`config.mk`:
```
export PLATFORM = sky130hd
export DESIGN_NAME = dli_top
export DESIGN_NICKNAME = d
export VERILOG_FILES = /design/src/include/dli_pkg.sv /design/src/hdl/dli_clkdiv.sv /design/src/hdl/dli_top.sv
export VERILOG_INCLUDE_DIRS = /design/src /design/src/include
export SDC_FILE = /design/constraint.sdc
export NUM_CORES = 1
export LEC_CHECK = 0
export BUFFER_PORTS_ARGS = -buffer_cell sky130_fd_sc_hd__buf_4
export CAP_MARGIN = 20
export CORE_ASPECT_RATIO = 0.75
export CORE_MARGIN = 2
export CORE_UTILIZATION = 40
export CTS_CLUSTER_DIAMETER = 60
export DETAILED_ROUTE_END_ITERATION = 7
export RECOVER_POWER = 25
export SLEW_MARGIN = 15
export SYNTH_ARGS = -nofsm -noshare
export SYNTH_HDL_FRONTEND = slang
export SYNTH_SLANG_ARGS = --single-unit
export TNS_END_PERCENT = 50
```
`constraint.sdc`:
```
create_clock -name pclk -period 2.49 [get_ports pclk]
set_clock_uncertainty 0.1 [all_clocks]
set_input_delay 0.1245 -clock pclk [delete_from_list [all_inputs] [get_ports pclk]]
set_output_delay 0.1245 -clock pclk [all_outputs]
set_load 0.05 [all_outputs]
```
`src/include/dli_consts.svh`:
```
/*
 * Offsets, field positions, reset values and encodings of the die link initiator.
 * Assumes inclusion by bare name from files that need the numbers.
 */
`ifndef DLI_CONSTS_SVH
`define DLI_CONSTS_SVH

// Bus address width, byte address = 4 * register index
`define DLI_AW 12
// Register indices inside the control block
`define DLI_IDX_CTRL 4'h0
`define DLI_IDX_TOCTL 4'h1
`define DLI_IDX_ERR 4'h2
`define DLI_IDX_BSY 4'h3
`define DLI_IDX_ATTR 4'h4
`define DLI_IDX_ADDR 4'h5
`define DLI_IDX_DHI 4'h6
`define DLI_IDX_DLO 4'h7
`define DLI_IDX_ISTAT 4'h8
`define DLI_IDX_IMASK 4'h9
// Window selects on address bits 11:8
`define DLI_WIN_BLK 4'h1
`define DLI_WIN_NONBLOCKING_FLAG 4'h2
// Field positions
`define DLI_CTL_EN 7
`define DLI_CTL_CW 6
`define DLI_CTL_SWAI 5
`define DLI_TOC_IE 7
`define DLI_ERR_SUM 7
`define DLI_ERR_ACK 6
`define DLI_ERR_CNL 5
`define DLI_ERR_TIME 4
`define DLI_IRQ_ERR 0
`define DLI_IRQ_DONE 1
`define DLI_IRQ_TGT 2
// Reset values
`define DLI_CTRL_RST 8'h00
`define DLI_TOCTL_RST 8'h00
`define DLI_IRQ_RST 3'h0
// Command byte: start marker, direction, size, posted
`define DLI_CMD_START 8'h80
`define DLI_CMD_RNW 6
`define DLI_CMD_SZ8 5
`define DLI_CMD_NONBLOCKING_FLAG 4
// Active line masks
`define DLI_MASK4 8'h0F
`define DLI_MASK8 8'hFF

`endif

```
`src/include/dli_pkg.sv`:
```
/*
 * Types of the die link initiator: control layout, pin bundle, engine states.
 * Assumes nothing beyond a SystemVerilog compiler.
 */
package dli_pkg;

  // Link control register layout
  typedef struct packed {
    logic link_enable;
    logic line_width_select;
    logic stop_wait_halt;
    logic [2:0] rsv;
    logic [1:0] iface_clock_divider;
  } dli_ctrl_s;

  // Link pins as driven by the initiator
  typedef struct packed {
    logic link_clock_out;
    logic clock_oe;
    logic [7:0] link_data_lines;
    logic [7:0] data_oe;
  } dli_pins_s;

  typedef enum logic [1:0] {
    ST_IDLE,
    ST_TX,
    ST_RX,
    ST_ACK
  } dli_state_e;

endpackage : dli_pkg

```
`src/hdl/dli_clkdiv.sv`:
```
/*
 * Interface clock divider of the die link initiator: divide by 2..4, short high phase.
 * Assumes the ratio is stable while running and a synchronous halt request.
 */
`timescale 1ns/10ps
`include "dli_consts.svh"

module dli_clkdiv
  import dli_pkg::*;
(
  input wire logic pclk,
  input wire logic presetn,
  input wire logic run_en,
  input wire logic halt_req,
  input wire logic [1:0] ratio,
  output logic link_clk_q,
  output logic tick_q
);

  logic [1:0] cnt_q;
  logic [1:0] cnt_d;
  logic [1:0] half;

  // Next count wraps at ratio; high phase is floor(N/2) cycles
  assign cnt_d = (cnt_q == ratio) ? 2'h0 : cnt_q + 2'h1;
  assign half = 2'((3'(ratio) + 3'h1) >> 1);

  // Counter and clock level; frozen low once halted
  always_ff @(posedge pclk or negedge presetn)
  begin
    if (!presetn)
    begin
      cnt_q <= 2'h0;
      link_clk_q <= 1'b0;
      tick_q <= 1'b0;
    end
    else if (!run_en)
    begin
      cnt_q <= 2'h0;
      link_clk_q <= 1'b0;
      tick_q <= 1'b0;
    end
    else if (halt_req && !link_clk_q)
    begin
      tick_q <= 1'b0;
    end
    else
    begin
      cnt_q <= cnt_d;
      tick_q <= (cnt_d == 2'h0);
      // Ratio zero toggles every bus clock, dividing by two; a flop cannot copy pclk itself
      if (ratio == 2'h0)
        link_clk_q <= ~link_clk_q;
      else
        link_clk_q <= (cnt_d < half);
    end
  end

endmodule : dli_clkdiv

```
`src/hdl/dli_top.sv`:
```
/*
 * Die link initiator: APB register block, two 256-byte transaction windows,
 * a serial link engine on 4 or 8 lines and the divided interface clock.
 * Assumes synchronous pins, a target that answers with an acknowledge beat
 * and an APB master that holds its request until pready.
 */
// The implementer's own choice: the APB interface to the registers.
`timescale 1ns/10ps
`include "dli_consts.svh"

// Overview of operation
// - Decode ten control registers plus blocking and posted-write windows.
// - Each window spans 256 bytes; low address byte selects target location.
// - Link disabled: no pin enables, pins left to general-purpose use.
// - Link enabled and idle: active data lines driven low as idle command.
// - Enabled link drives interface clock from divided bus clock.
// - Link enable is write-once in normal mode, free in special mode.
// - Width bit zero: four lines 3:0 used, 7:4 untouched; write-once.
// - Width bit one: all eight data lines carry each beat.
// - Divider encodings 00,01,10,11 divide bus clock by 2,2,3,4.
// - Divider field write-once in normal mode, free in special mode.
// - Interface clock high phase never exceeds half the period.
// - Window write sends write command, 8-bit address, then data.
// - Window read sends read command and address; target returns data.
// - Stop with stop-wait bit set holds interface clock low.
// - Stop with stop-wait bit set drives clock and data low after current high phase.
module dli_top
  import dli_pkg::*;
(
  input wire logic pclk,
  input wire logic presetn,
  input wire logic psel,
  input wire logic penable,
  input wire logic pwrite,
  input wire logic [`DLI_AW-1:0] paddr,
  input wire logic [31:0] pwdata,
  input wire logic [3:0] pstrb,
  output logic [31:0] prdata,
  output logic pready,
  output logic pslverr,
  input wire logic special_mode,
  input wire logic stop_req,
  input wire logic [7:0] link_data_in,
  input wire logic target_irq_in,
  output dli_pins_s link_pins,
  output logic irq
);

  dli_ctrl_s ctrl_q;
  logic lock_q;
  logic irq_en_q;
  logic [3:0] timeout_q;
  logic [7:0] err_q;
  logic [2:0] istat_q;
  logic [2:0] istat_d;
  logic [2:0] imask_q;
  logic [31:0] prdata_q;
  logic pready_q;
  logic pslverr_q;
  logic pend_q;
  logic irq_q;
  dli_state_e st_q;
  logic [3:0] beats_q;
  logic [3:0] wait_q;
  logic [31:0] tx_q;
  logic [15:0] rx_q;
  logic rnw_q;
  logic sz8_q;
  logic nonblocking_flag_q;
  logic [7:0] loc_q;
  logic [15:0] data_q;
  dli_pins_s pins_q;
  logic link_clk;
  logic tick;

  logic [3:0] reg_idx;
  logic reg_hit;
  logic blk_hit;
  logic nonblocking_flag_hit;
  logic win_hit;
  logic setup;
  logic reg_wr;
  logic win_acc;
  logic go;
  logic refuse;
  logic req_rnw;
  logic req_sz8;
  logic req_nb;
  logic [7:0] mask;
  logic [7:0] act;
  logic fin;
  logic fin_ack_err;
  logic fin_time_err;
  logic halted;
  logic [31:0] rd_mux;
  logic [3:0] rx_beats;

  assign reg_idx = paddr[5:2];
  assign reg_hit = (paddr[`DLI_AW-1:6] == 6'h00) && (reg_idx <= `DLI_IDX_IMASK);
  assign blk_hit = (paddr[`DLI_AW-1:8] == `DLI_WIN_BLK);
  assign nonblocking_flag_hit = (paddr[`DLI_AW-1:8] == `DLI_WIN_NONBLOCKING_FLAG);
  assign win_hit = blk_hit || nonblocking_flag_hit;
  assign setup = psel && !penable;
  assign reg_wr = psel && penable && pready_q && pwrite && reg_hit;
  assign win_acc = psel && penable && win_hit && !pend_q && !pready_q;

  // Reads of the posted window fall back to blocking reads
  assign req_rnw = !pwrite;
  assign req_nb = nonblocking_flag_hit && pwrite;
  assign req_sz8 = pwrite ? (pstrb[1:0] != 2'b11 || paddr[0]) : paddr[0];
  // Disabled link or pending error refuses at once; busy engine makes it wait
  assign refuse = win_acc && (!ctrl_q.link_enable || err_q[`DLI_ERR_SUM]);
  assign go = win_acc && !refuse && (st_q == ST_IDLE);

  assign mask = ctrl_q.line_width_select ? `DLI_MASK8 : `DLI_MASK4;
  assign act = link_data_in & mask;
  assign rx_beats = ctrl_q.line_width_select ? (sz8_q ? 4'd1 : 4'd2) : (sz8_q ? 4'd2 : 4'd4);

  // Acknowledge beat outcome: all high ok, all low wait, anything else fault
  assign fin = tick && (st_q == ST_ACK) && ((act != 8'h00) || (wait_q == timeout_q));
  assign fin_ack_err = fin && (act != 8'h00) && (act != mask);
  assign fin_time_err = fin && (act == 8'h00);

  assign halted = stop_req && ctrl_q.stop_wait_halt && !link_clk;

  dli_clkdiv u_div (
    .pclk(pclk),
    .presetn(presetn),
    .run_en(ctrl_q.link_enable),
    .halt_req(stop_req && ctrl_q.stop_wait_halt),
    .ratio(ctrl_q.iface_clock_divider),
    .link_clk_q(link_clk),
    .tick_q(tick)
  );

  // Control registers with write-once lock
  always_ff @(posedge pclk or negedge presetn)
  begin
    if (!presetn)
    begin
      ctrl_q <= `DLI_CTRL_RST;
      lock_q <= 1'b0;
      irq_en_q <= 1'b0;
      timeout_q <= 4'h0;
      imask_q <= `DLI_IRQ_RST;
    end
    else if (reg_wr)
    begin
      if (reg_idx == `DLI_IDX_CTRL)
      begin
        ctrl_q.stop_wait_halt <= pwdata[`DLI_CTL_SWAI];
        if (!lock_q || special_mode)
        begin
          ctrl_q.link_enable <= pwdata[`DLI_CTL_EN];
          ctrl_q.line_width_select <= pwdata[`DLI_CTL_CW];
          ctrl_q.iface_clock_divider <= pwdata[1:0];
          lock_q <= lock_q || pwdata[`DLI_CTL_EN];
        end
      end
      if (reg_idx == `DLI_IDX_TOCTL)
      begin
        irq_en_q <= pwdata[`DLI_TOC_IE];
        if (!lock_q || special_mode)
          timeout_q <= pwdata[3:0];
      end
      if (reg_idx == `DLI_IDX_IMASK)
        imask_q <= pwdata[2:0];
    end
  end

  // Error flags; summary write-one clears all, new errors win
  always_ff @(posedge pclk or negedge presetn)
  begin
    if (!presetn)
      err_q <= 8'h00;
    else
    begin
      if (reg_wr && reg_idx == `DLI_IDX_ERR && pwdata[`DLI_ERR_SUM])
        err_q <= {1'b0, 7'h00};
      if (fin_ack_err)
      begin
        err_q[`DLI_ERR_ACK] <= 1'b1;
        err_q[`DLI_ERR_SUM] <= 1'b1;
      end
      if (fin_time_err)
      begin
        err_q[`DLI_ERR_TIME] <= 1'b1;
        err_q[`DLI_ERR_SUM] <= 1'b1;
      end
      if (refuse && ctrl_q.link_enable)
        err_q[`DLI_ERR_CNL] <= 1'b1;
    end
  end

  // Interrupt status, write-one-to-clear, events win over the clear
  always_comb
  begin
    istat_d = istat_q;
    if (reg_wr && reg_idx == `DLI_IDX_ISTAT)
      istat_d = istat_q & ~pwdata[2:0];
    if (fin_ack_err || fin_time_err)
      istat_d[`DLI_IRQ_ERR] = 1'b1;
    if (fin)
      istat_d[`DLI_IRQ_DONE] = 1'b1;
    if (target_irq_in && irq_en_q)
      istat_d[`DLI_IRQ_TGT] = 1'b1;
  end

  // Interrupt flops; output follows the masked next state
  always_ff @(posedge pclk or negedge presetn)
  begin
    if (!presetn)
    begin
      istat_q <= `DLI_IRQ_RST;
      irq_q <= 1'b0;
    end
    else
    begin
      istat_q <= istat_d;
      irq_q <= |(istat_d & imask_q);
    end
  end

  // Register read mux
  always_comb
  begin
    rd_mux = 32'h0000_0000;
    case (reg_idx)
      `DLI_IDX_CTRL: rd_mux[7:0] = {ctrl_q.link_enable, ctrl_q.line_width_select,
                                    ctrl_q.stop_wait_halt, 3'b000, ctrl_q.iface_clock_divider};
      `DLI_IDX_TOCTL: rd_mux[7:0] = {irq_en_q, 3'b000, timeout_q};
      `DLI_IDX_ERR: rd_mux[7:0] = err_q;
      `DLI_IDX_BSY: rd_mux[7:0] = {target_irq_in && irq_en_q, st_q != ST_IDLE, 6'h00};
      `DLI_IDX_ATTR: rd_mux[7:0] = {rnw_q, sz8_q, 1'b0, nonblocking_flag_q, 4'h0};
      `DLI_IDX_ADDR: rd_mux[7:0] = loc_q;
      `DLI_IDX_DHI: rd_mux[7:0] = data_q[15:8];
      `DLI_IDX_DLO: rd_mux[7:0] = data_q[7:0];
      `DLI_IDX_ISTAT: rd_mux[2:0] = istat_q;
      `DLI_IDX_IMASK: rd_mux[2:0] = imask_q;
      default: rd_mux = 32'h0000_0000;
    endcase
  end

  // APB answer: registers in one access cycle, windows when the engine allows
  always_ff @(posedge pclk or negedge presetn)
  begin
    if (!presetn)
    begin
      prdata_q <= 32'h0000_0000;
      pready_q <= 1'b0;
      pslverr_q <= 1'b0;
      pend_q <= 1'b0;
    end
    else
    begin
      pready_q <= 1'b0;
      pslverr_q <= 1'b0;
      if (setup && reg_hit)
      begin
        pready_q <= 1'b1;
        prdata_q <= pwrite ? 32'h0000_0000 : rd_mux;
      end
      else if (setup && !win_hit)
      begin
        pready_q <= 1'b1;
        pslverr_q <= 1'b1;
        prdata_q <= 32'h0000_0000;
      end
      else if (refuse)
      begin
        pready_q <= 1'b1;
        pslverr_q <= 1'b1;
        prdata_q <= 32'h0000_0000;
      end
      else if (go && req_nb)
        pready_q <= 1'b1;
      else if (go)
        pend_q <= 1'b1;
      else if (fin && pend_q)
      begin
        pend_q <= 1'b0;
        pready_q <= 1'b1;
        pslverr_q <= fin_ack_err || fin_time_err;
        prdata_q <= rnw_q ? {16'h0000, sz8_q ? {8'h00, rx_q[7:0]} : rx_q} : 32'h0000_0000;
      end
    end
  end

  // Link engine: transmit beats, receive beats, acknowledge
  always_ff @(posedge pclk or negedge presetn)
  begin
    if (!presetn)
    begin
      st_q <= ST_IDLE;
      beats_q <= 4'h0;
      wait_q <= 4'h0;
      tx_q <= 32'h0000_0000;
      rx_q <= 16'h0000;
    end
    else if (!ctrl_q.link_enable)
      st_q <= ST_IDLE;
    else
    begin
      case (st_q)
        ST_IDLE:
        begin
          if (go)
          begin
            // Read sends command and address only
            tx_q <= {`DLI_CMD_START | {1'b0, req_rnw, req_sz8, req_nb, 4'h0}, paddr[7:0],
                     req_sz8 ? {pwdata[7:0], 8'h00} : pwdata[15:0]};
            if (ctrl_q.line_width_select)
              beats_q <= req_rnw ? 4'd2 : (req_sz8 ? 4'd3 : 4'd4);
            else
              beats_q <= req_rnw ? 4'd4 : (req_sz8 ? 4'd6 : 4'd8);
            wait_q <= 4'h0;
            st_q <= ST_TX;
          end
        end
        ST_TX:
        begin
          if (tick && beats_q != 4'h0)
          begin
            tx_q <= ctrl_q.line_width_select ? {tx_q[23:0], 8'h00} : {tx_q[27:0], 4'h0};
            beats_q <= beats_q - 4'h1;
          end
          else if (tick)
          begin
            beats_q <= rx_beats;
            st_q <= rnw_q ? ST_RX : ST_ACK;
          end
        end
        ST_RX:
        begin
          if (tick)
          begin
            rx_q <= ctrl_q.line_width_select ? {rx_q[7:0], link_data_in} :
                    {rx_q[11:0], link_data_in[3:0]};
            beats_q <= beats_q - 4'h1;
            if (beats_q == 4'h1)
              st_q <= ST_ACK;
          end
        end
        ST_ACK:
        begin
          if (fin)
            st_q <= ST_IDLE;
          else if (tick)
            wait_q <= wait_q + 4'h1;
        end
        default: st_q <= ST_IDLE;
      endcase
    end
  end

  always_ff @(posedge pclk or negedge presetn)
  begin
    if (!presetn)
    begin
      rnw_q <= 1'b0;
      sz8_q <= 1'b0;
      nonblocking_flag_q <= 1'b0;
      loc_q <= 8'h00;
      data_q <= 16'h0000;
    end
    else if (go)
    begin
      rnw_q <= req_rnw;
      sz8_q <= req_sz8;
      nonblocking_flag_q <= req_nb;
      loc_q <= paddr[7:0];
      data_q <= req_sz8 ? {8'h00, pwdata[7:0]} : pwdata[15:0];
    end
    else if (fin && rnw_q)
      data_q <= sz8_q ? {8'h00, rx_q[7:0]} : rx_q;
  end

  // Pin drive; lines change on beats so the target sees a full period
  always_ff @(posedge pclk or negedge presetn)
  begin
    if (!presetn)
      pins_q <= '0;
    else
    begin
      pins_q.link_clock_out <= link_clk && ctrl_q.link_enable;
      pins_q.clock_oe <= ctrl_q.link_enable;
      if (!ctrl_q.link_enable)
      begin
        pins_q.link_data_lines <= 8'h00;
        pins_q.data_oe <= 8'h00;
      end
      else if (halted)
      begin
        pins_q.link_data_lines <= 8'h00;
        pins_q.data_oe <= mask;
      end
      else if (st_q == ST_IDLE)
      begin
        pins_q.link_data_lines <= 8'h00;
        pins_q.data_oe <= mask;
      end
      else if (st_q == ST_TX && tick && beats_q != 4'h0)
      begin
        pins_q.link_data_lines <= ctrl_q.line_width_select ? tx_q[31:24] :
                                  {4'h0, tx_q[31:28]};
        pins_q.data_oe <= mask;
      end
      // Turnaround: target drives data and acknowledge
      else if (st_q == ST_TX && tick)
        pins_q.data_oe <= 8'h00;
    end
  end

  assign prdata = prdata_q;
  assign pready = pready_q;
  assign pslverr = pslverr_q;
  assign link_pins = pins_q;
  assign irq = irq_q;

endmodule : dli_top

```
==> flow_metrics.tcl <==
set metrics [dict create \
    cts.sinks 142 \
    hold_class "input pin to flop" \
    drive_above_1_share_pct 26.60 \
    synthTopCellsByArea "dfrtp_1 44%, mux2_2 8.6%, mux2i_1 6.2%" \
    synthCells 808 \
    drt_iter0_markers 489 \
    synth.distinct_cells 75 \
    p_leak_nw 4.390 \
    crit_path_max_fanout 20 \
    status "finished, violations left" \
    detailed_place_hpwl_um 15720 \
    clkLatencyLatePin_ns 0.42 \
    ys_seq_area_share_pct 43.89 \
    power_per_cell_area_nw_per_um2 575.0 \
    synth_area_per_cell_um2 10.02 \
    r2r_cells 8 \
    area_growth_pct 24.19 \
    crit_type "input pin to flop" \
    io_buffers 82 \
    rsz0062_at_grt "no" \
    vias 6388 \
    setup_viol 0 \
    min_to "pslverr" \
    nFillCells 1845 \
    grt_max_degree 56 \
    fin_crit_ns 2.374 \
    fin_cells 1194 \
    nNetsFinal 1000 \
    setup_ws_ns 0.1156 \
    drc_errors 0 \
    place_inst 1131 \
    min_from "psel" \
    hold_violations 0 \
    cts_buffers 17 \
    cts_max_level 4 \
    clk_path_buf_depth 2 \
    core-area_um2 20040 \
    reg2reg_to "data_q[2]" \
    antenna_cells 0 \
    maxCapViolCount 1 \
    pre_cts_slack_ns 0.1123 \
    antenna_left 0 \
    register_area_um2 3555 \
    violations "max-capacitance violations, max-slew violations" \
    drv_slew 55 \
    syn_area_um2 8095 \
    fin_crit_sh_pct 95.36 \
    ios 117 \
    hold_ws_ns 0.02502 \
    overflow 0 \
    end_kind "flop" \
    antenna_found_initial 0 \
    dieWidth_um 168.3 \
    dieArea_um2 21400 \
    num_rows 45 \
    ys.flop_type "dfrtp_1" \
    worst_pin_slew_ns 1.513 \
    start_util_pct 40.39 \
    yosysWarnings 0 \
    grt_pass1_vias 6177 \
    firstDrtPassIters 8 \
    ys_ff_latch 142 \
    yosys.area.top_type "dfrtp_1" \
    gp_congestion 0.8420 \
    vias_per_cell 5.350 \
    die_height_um 127.2 \
    synth_top_area_share_pct 43.89 \
    synth_edf_count 0 \
    max-vdd-ir-drop_v 0.0003945 \
    reg2reg_from "st_q[0]" \
    multi_input_area_um2 4098 \
    critPathLaunchType "input pin" \
    cts_tree "built" \
    path_clk_slew_ns 0.06 \
    grt_pass1_wl_um 34850 \
    crit_arrival_ns 2.58 \
    setup-tns-final_ns 0 \
    grt_usage_pct 20.98 \
    routedWlPerCell_um 18.50 \
    r2r_setup_slack_ns 0.13 \
    min_path_cells 4 \
    max_freq_ghz 0.4212 \
    wl_um 22090 \
    cts_root_buf "clkbuf_16" \
    synthArstFlopShare_pct 100.0 \
    cp.required_ns 2.69 \
    slew_headroom_pct -0.8351 \
]
[per-layer routing]
metal	part of all wire (%)	GRT usage (%)	wire [um]	vias to the layer above
met4	1.2	4.564	264	0
met2	44	30.94	9626	182
met3	5.0	5.143	1115	20
met5	0	0	0	-
li1	-	-	-	3077
met1	50	31.22	11080	3109
[layout make-up]
| cell class | instances | share of cell area, % |
|---|---|---|
| clock buffers | 22 | 4.816 |
| clock inverters | 10 | 2.054 |
| inverters | 27 | 1.008 |
| multi-input cells | 585 | 40.76 |
| flip-flops and latches | 142 | 35.36 |
| well taps | 258 | 3.211 |
| repair buffers | 150 | 12.79 |
[report_power, final]
| part | internal, W | switching [W] |
|---|---|---|
| logic | 0.000173 | 0.000276 |
| clock network | 0.00199 | 0.00101 |
| registers | 0.00232 | 0.0000170 |
| total | 0.00448 | 0.00130 |
[registers in the layout (all words and copies together), names as in the netlist, 2 cells and up]
signal,count
tx_q,32
data_q,16
prdata,16
rx_q,16
link_pins,12
loc_q,8
ctrl_q,5
beats_q,4
err_q,4
timeout_q,4
wait_q,4
imask_q,3
istat_q,3
st_q,2
u_div.cnt_q,2
[critical path, cell delays in order]
cell and delay (ns):
dlygate4sd3_1 0.54, buf_4 0.23, or4b_4 0.52, nor4_4 0.36
a21bo_2 0.19, nand2_1 0.05, dlygate4sd3_1 0.55
[cell usage after synthesis (3+ instances only)]
cell / count
dfrtp_1: 142
nand2_1: 129
o21ai_0: 86
mux2_2: 62
mux2i_1: 50
inv_1: 26
clkbuf_1: 25
buf_4: 24
nand3_1: 24
nor2_1: 21
a21oi_1: 15
ha_1: 13
mux2_4: 11
buf_1: 10
a21o_1: 9
a22o_1: 9
nor2b_1: 8
a211oi_1: 7
a22oi_1: 7
nor3_1: 7
nand3b_1: 6
o211ai_1: 6
xnor2_1: 6
a31oi_1: 5
a32oi_1: 5
and2_1: 5
buf_2: 5
nand4_1: 5
nand2b_1: 4
nor3b_1: 4
o2bb2ai_1: 4
or2_2: 4
buf_6: 3
nor4_1: 3
or3b_2: 3
[kinds of logic after synthesis]
logic type,Yosys count,synth area share (%)
simple gates,238,14.40
compound gates,184,14.85
flops,142,43.89
mux,125,17.40
buf+inv,96,6.321
fa+ha+maj,13,2.009
xor+xnor,9,1.067
other cells,1,0.04632
[metrics by stage]
| step | instance area [um^2] | total power, W | utilization (%) |
|---|---|---|---|
| 6_report | 10050 | 0.005781 | 50.16 |
| 5_1_grt | 10050 | 0.005961 | 50.16 |
| 4_1_cts | 10050 | 0.005813 | 50.13 |
| 3_5_place_dp | 9047 | 0.002793 | 45.14 |
| 3_3_place_gp | 9042 | 0.002793 | 45.11 |
| 2_1_floorplan | 8152 | 0.002610 | - |
[worst max path at each step]
stage | slack [ns] | cells past startpoint | to | startpoint
3_3_place_gp | 0.10 | 7 | ctrl_q[7] | paddr[8]
5_1_grt | 0.02 | 9 | tx_q[21] | st_q[0]
4_1_cts | 0.09 | 8 | ctrl_q[7] | paddr[6]
6_report | 0.12 | 7 | istat_q[2] | paddr[2]
3_5_place_dp | 0.11 | 7 | ctrl_q[7] | paddr[8]
2_1_floorplan | 0.13 | 6 | data_q[10] | pready
[placed cells by master (no fill, tap or decap), types with 5 or more instances in the layout]
cell,count
a211oi_1,7
a21o_1,9
a21oi_1,15
a22o_1,9
a22oi_1,7
a31oi_1,5
a32oi_1,5
and2_1,5
buf_12,7
buf_4,110
bufinv_16,6
clkbuf_16,17
conb_1,16
dfrtp_1,141
dlygate4sd3_1,31
ha_1,12
inv_1,26
mux2_2,62
mux2_4,11
mux2i_1,50
nand2_1,129
nand3_1,24
nand3b_1,6
nand4_1,5
nor2_1,21
nor2b_1,8
nor3_1,7
o211ai_1,6
o21ai_0,86
xnor2_1,6
[timing repair]
item | CTS | global route
resized for setup | 0 | 2
hold endpoints to repair | 119 | 0
setup endpoints to repair | 0 | 12
setup buffers | 0 | 0
hold buffers | 31 | 0
Power figures use the tool's default switching activity.
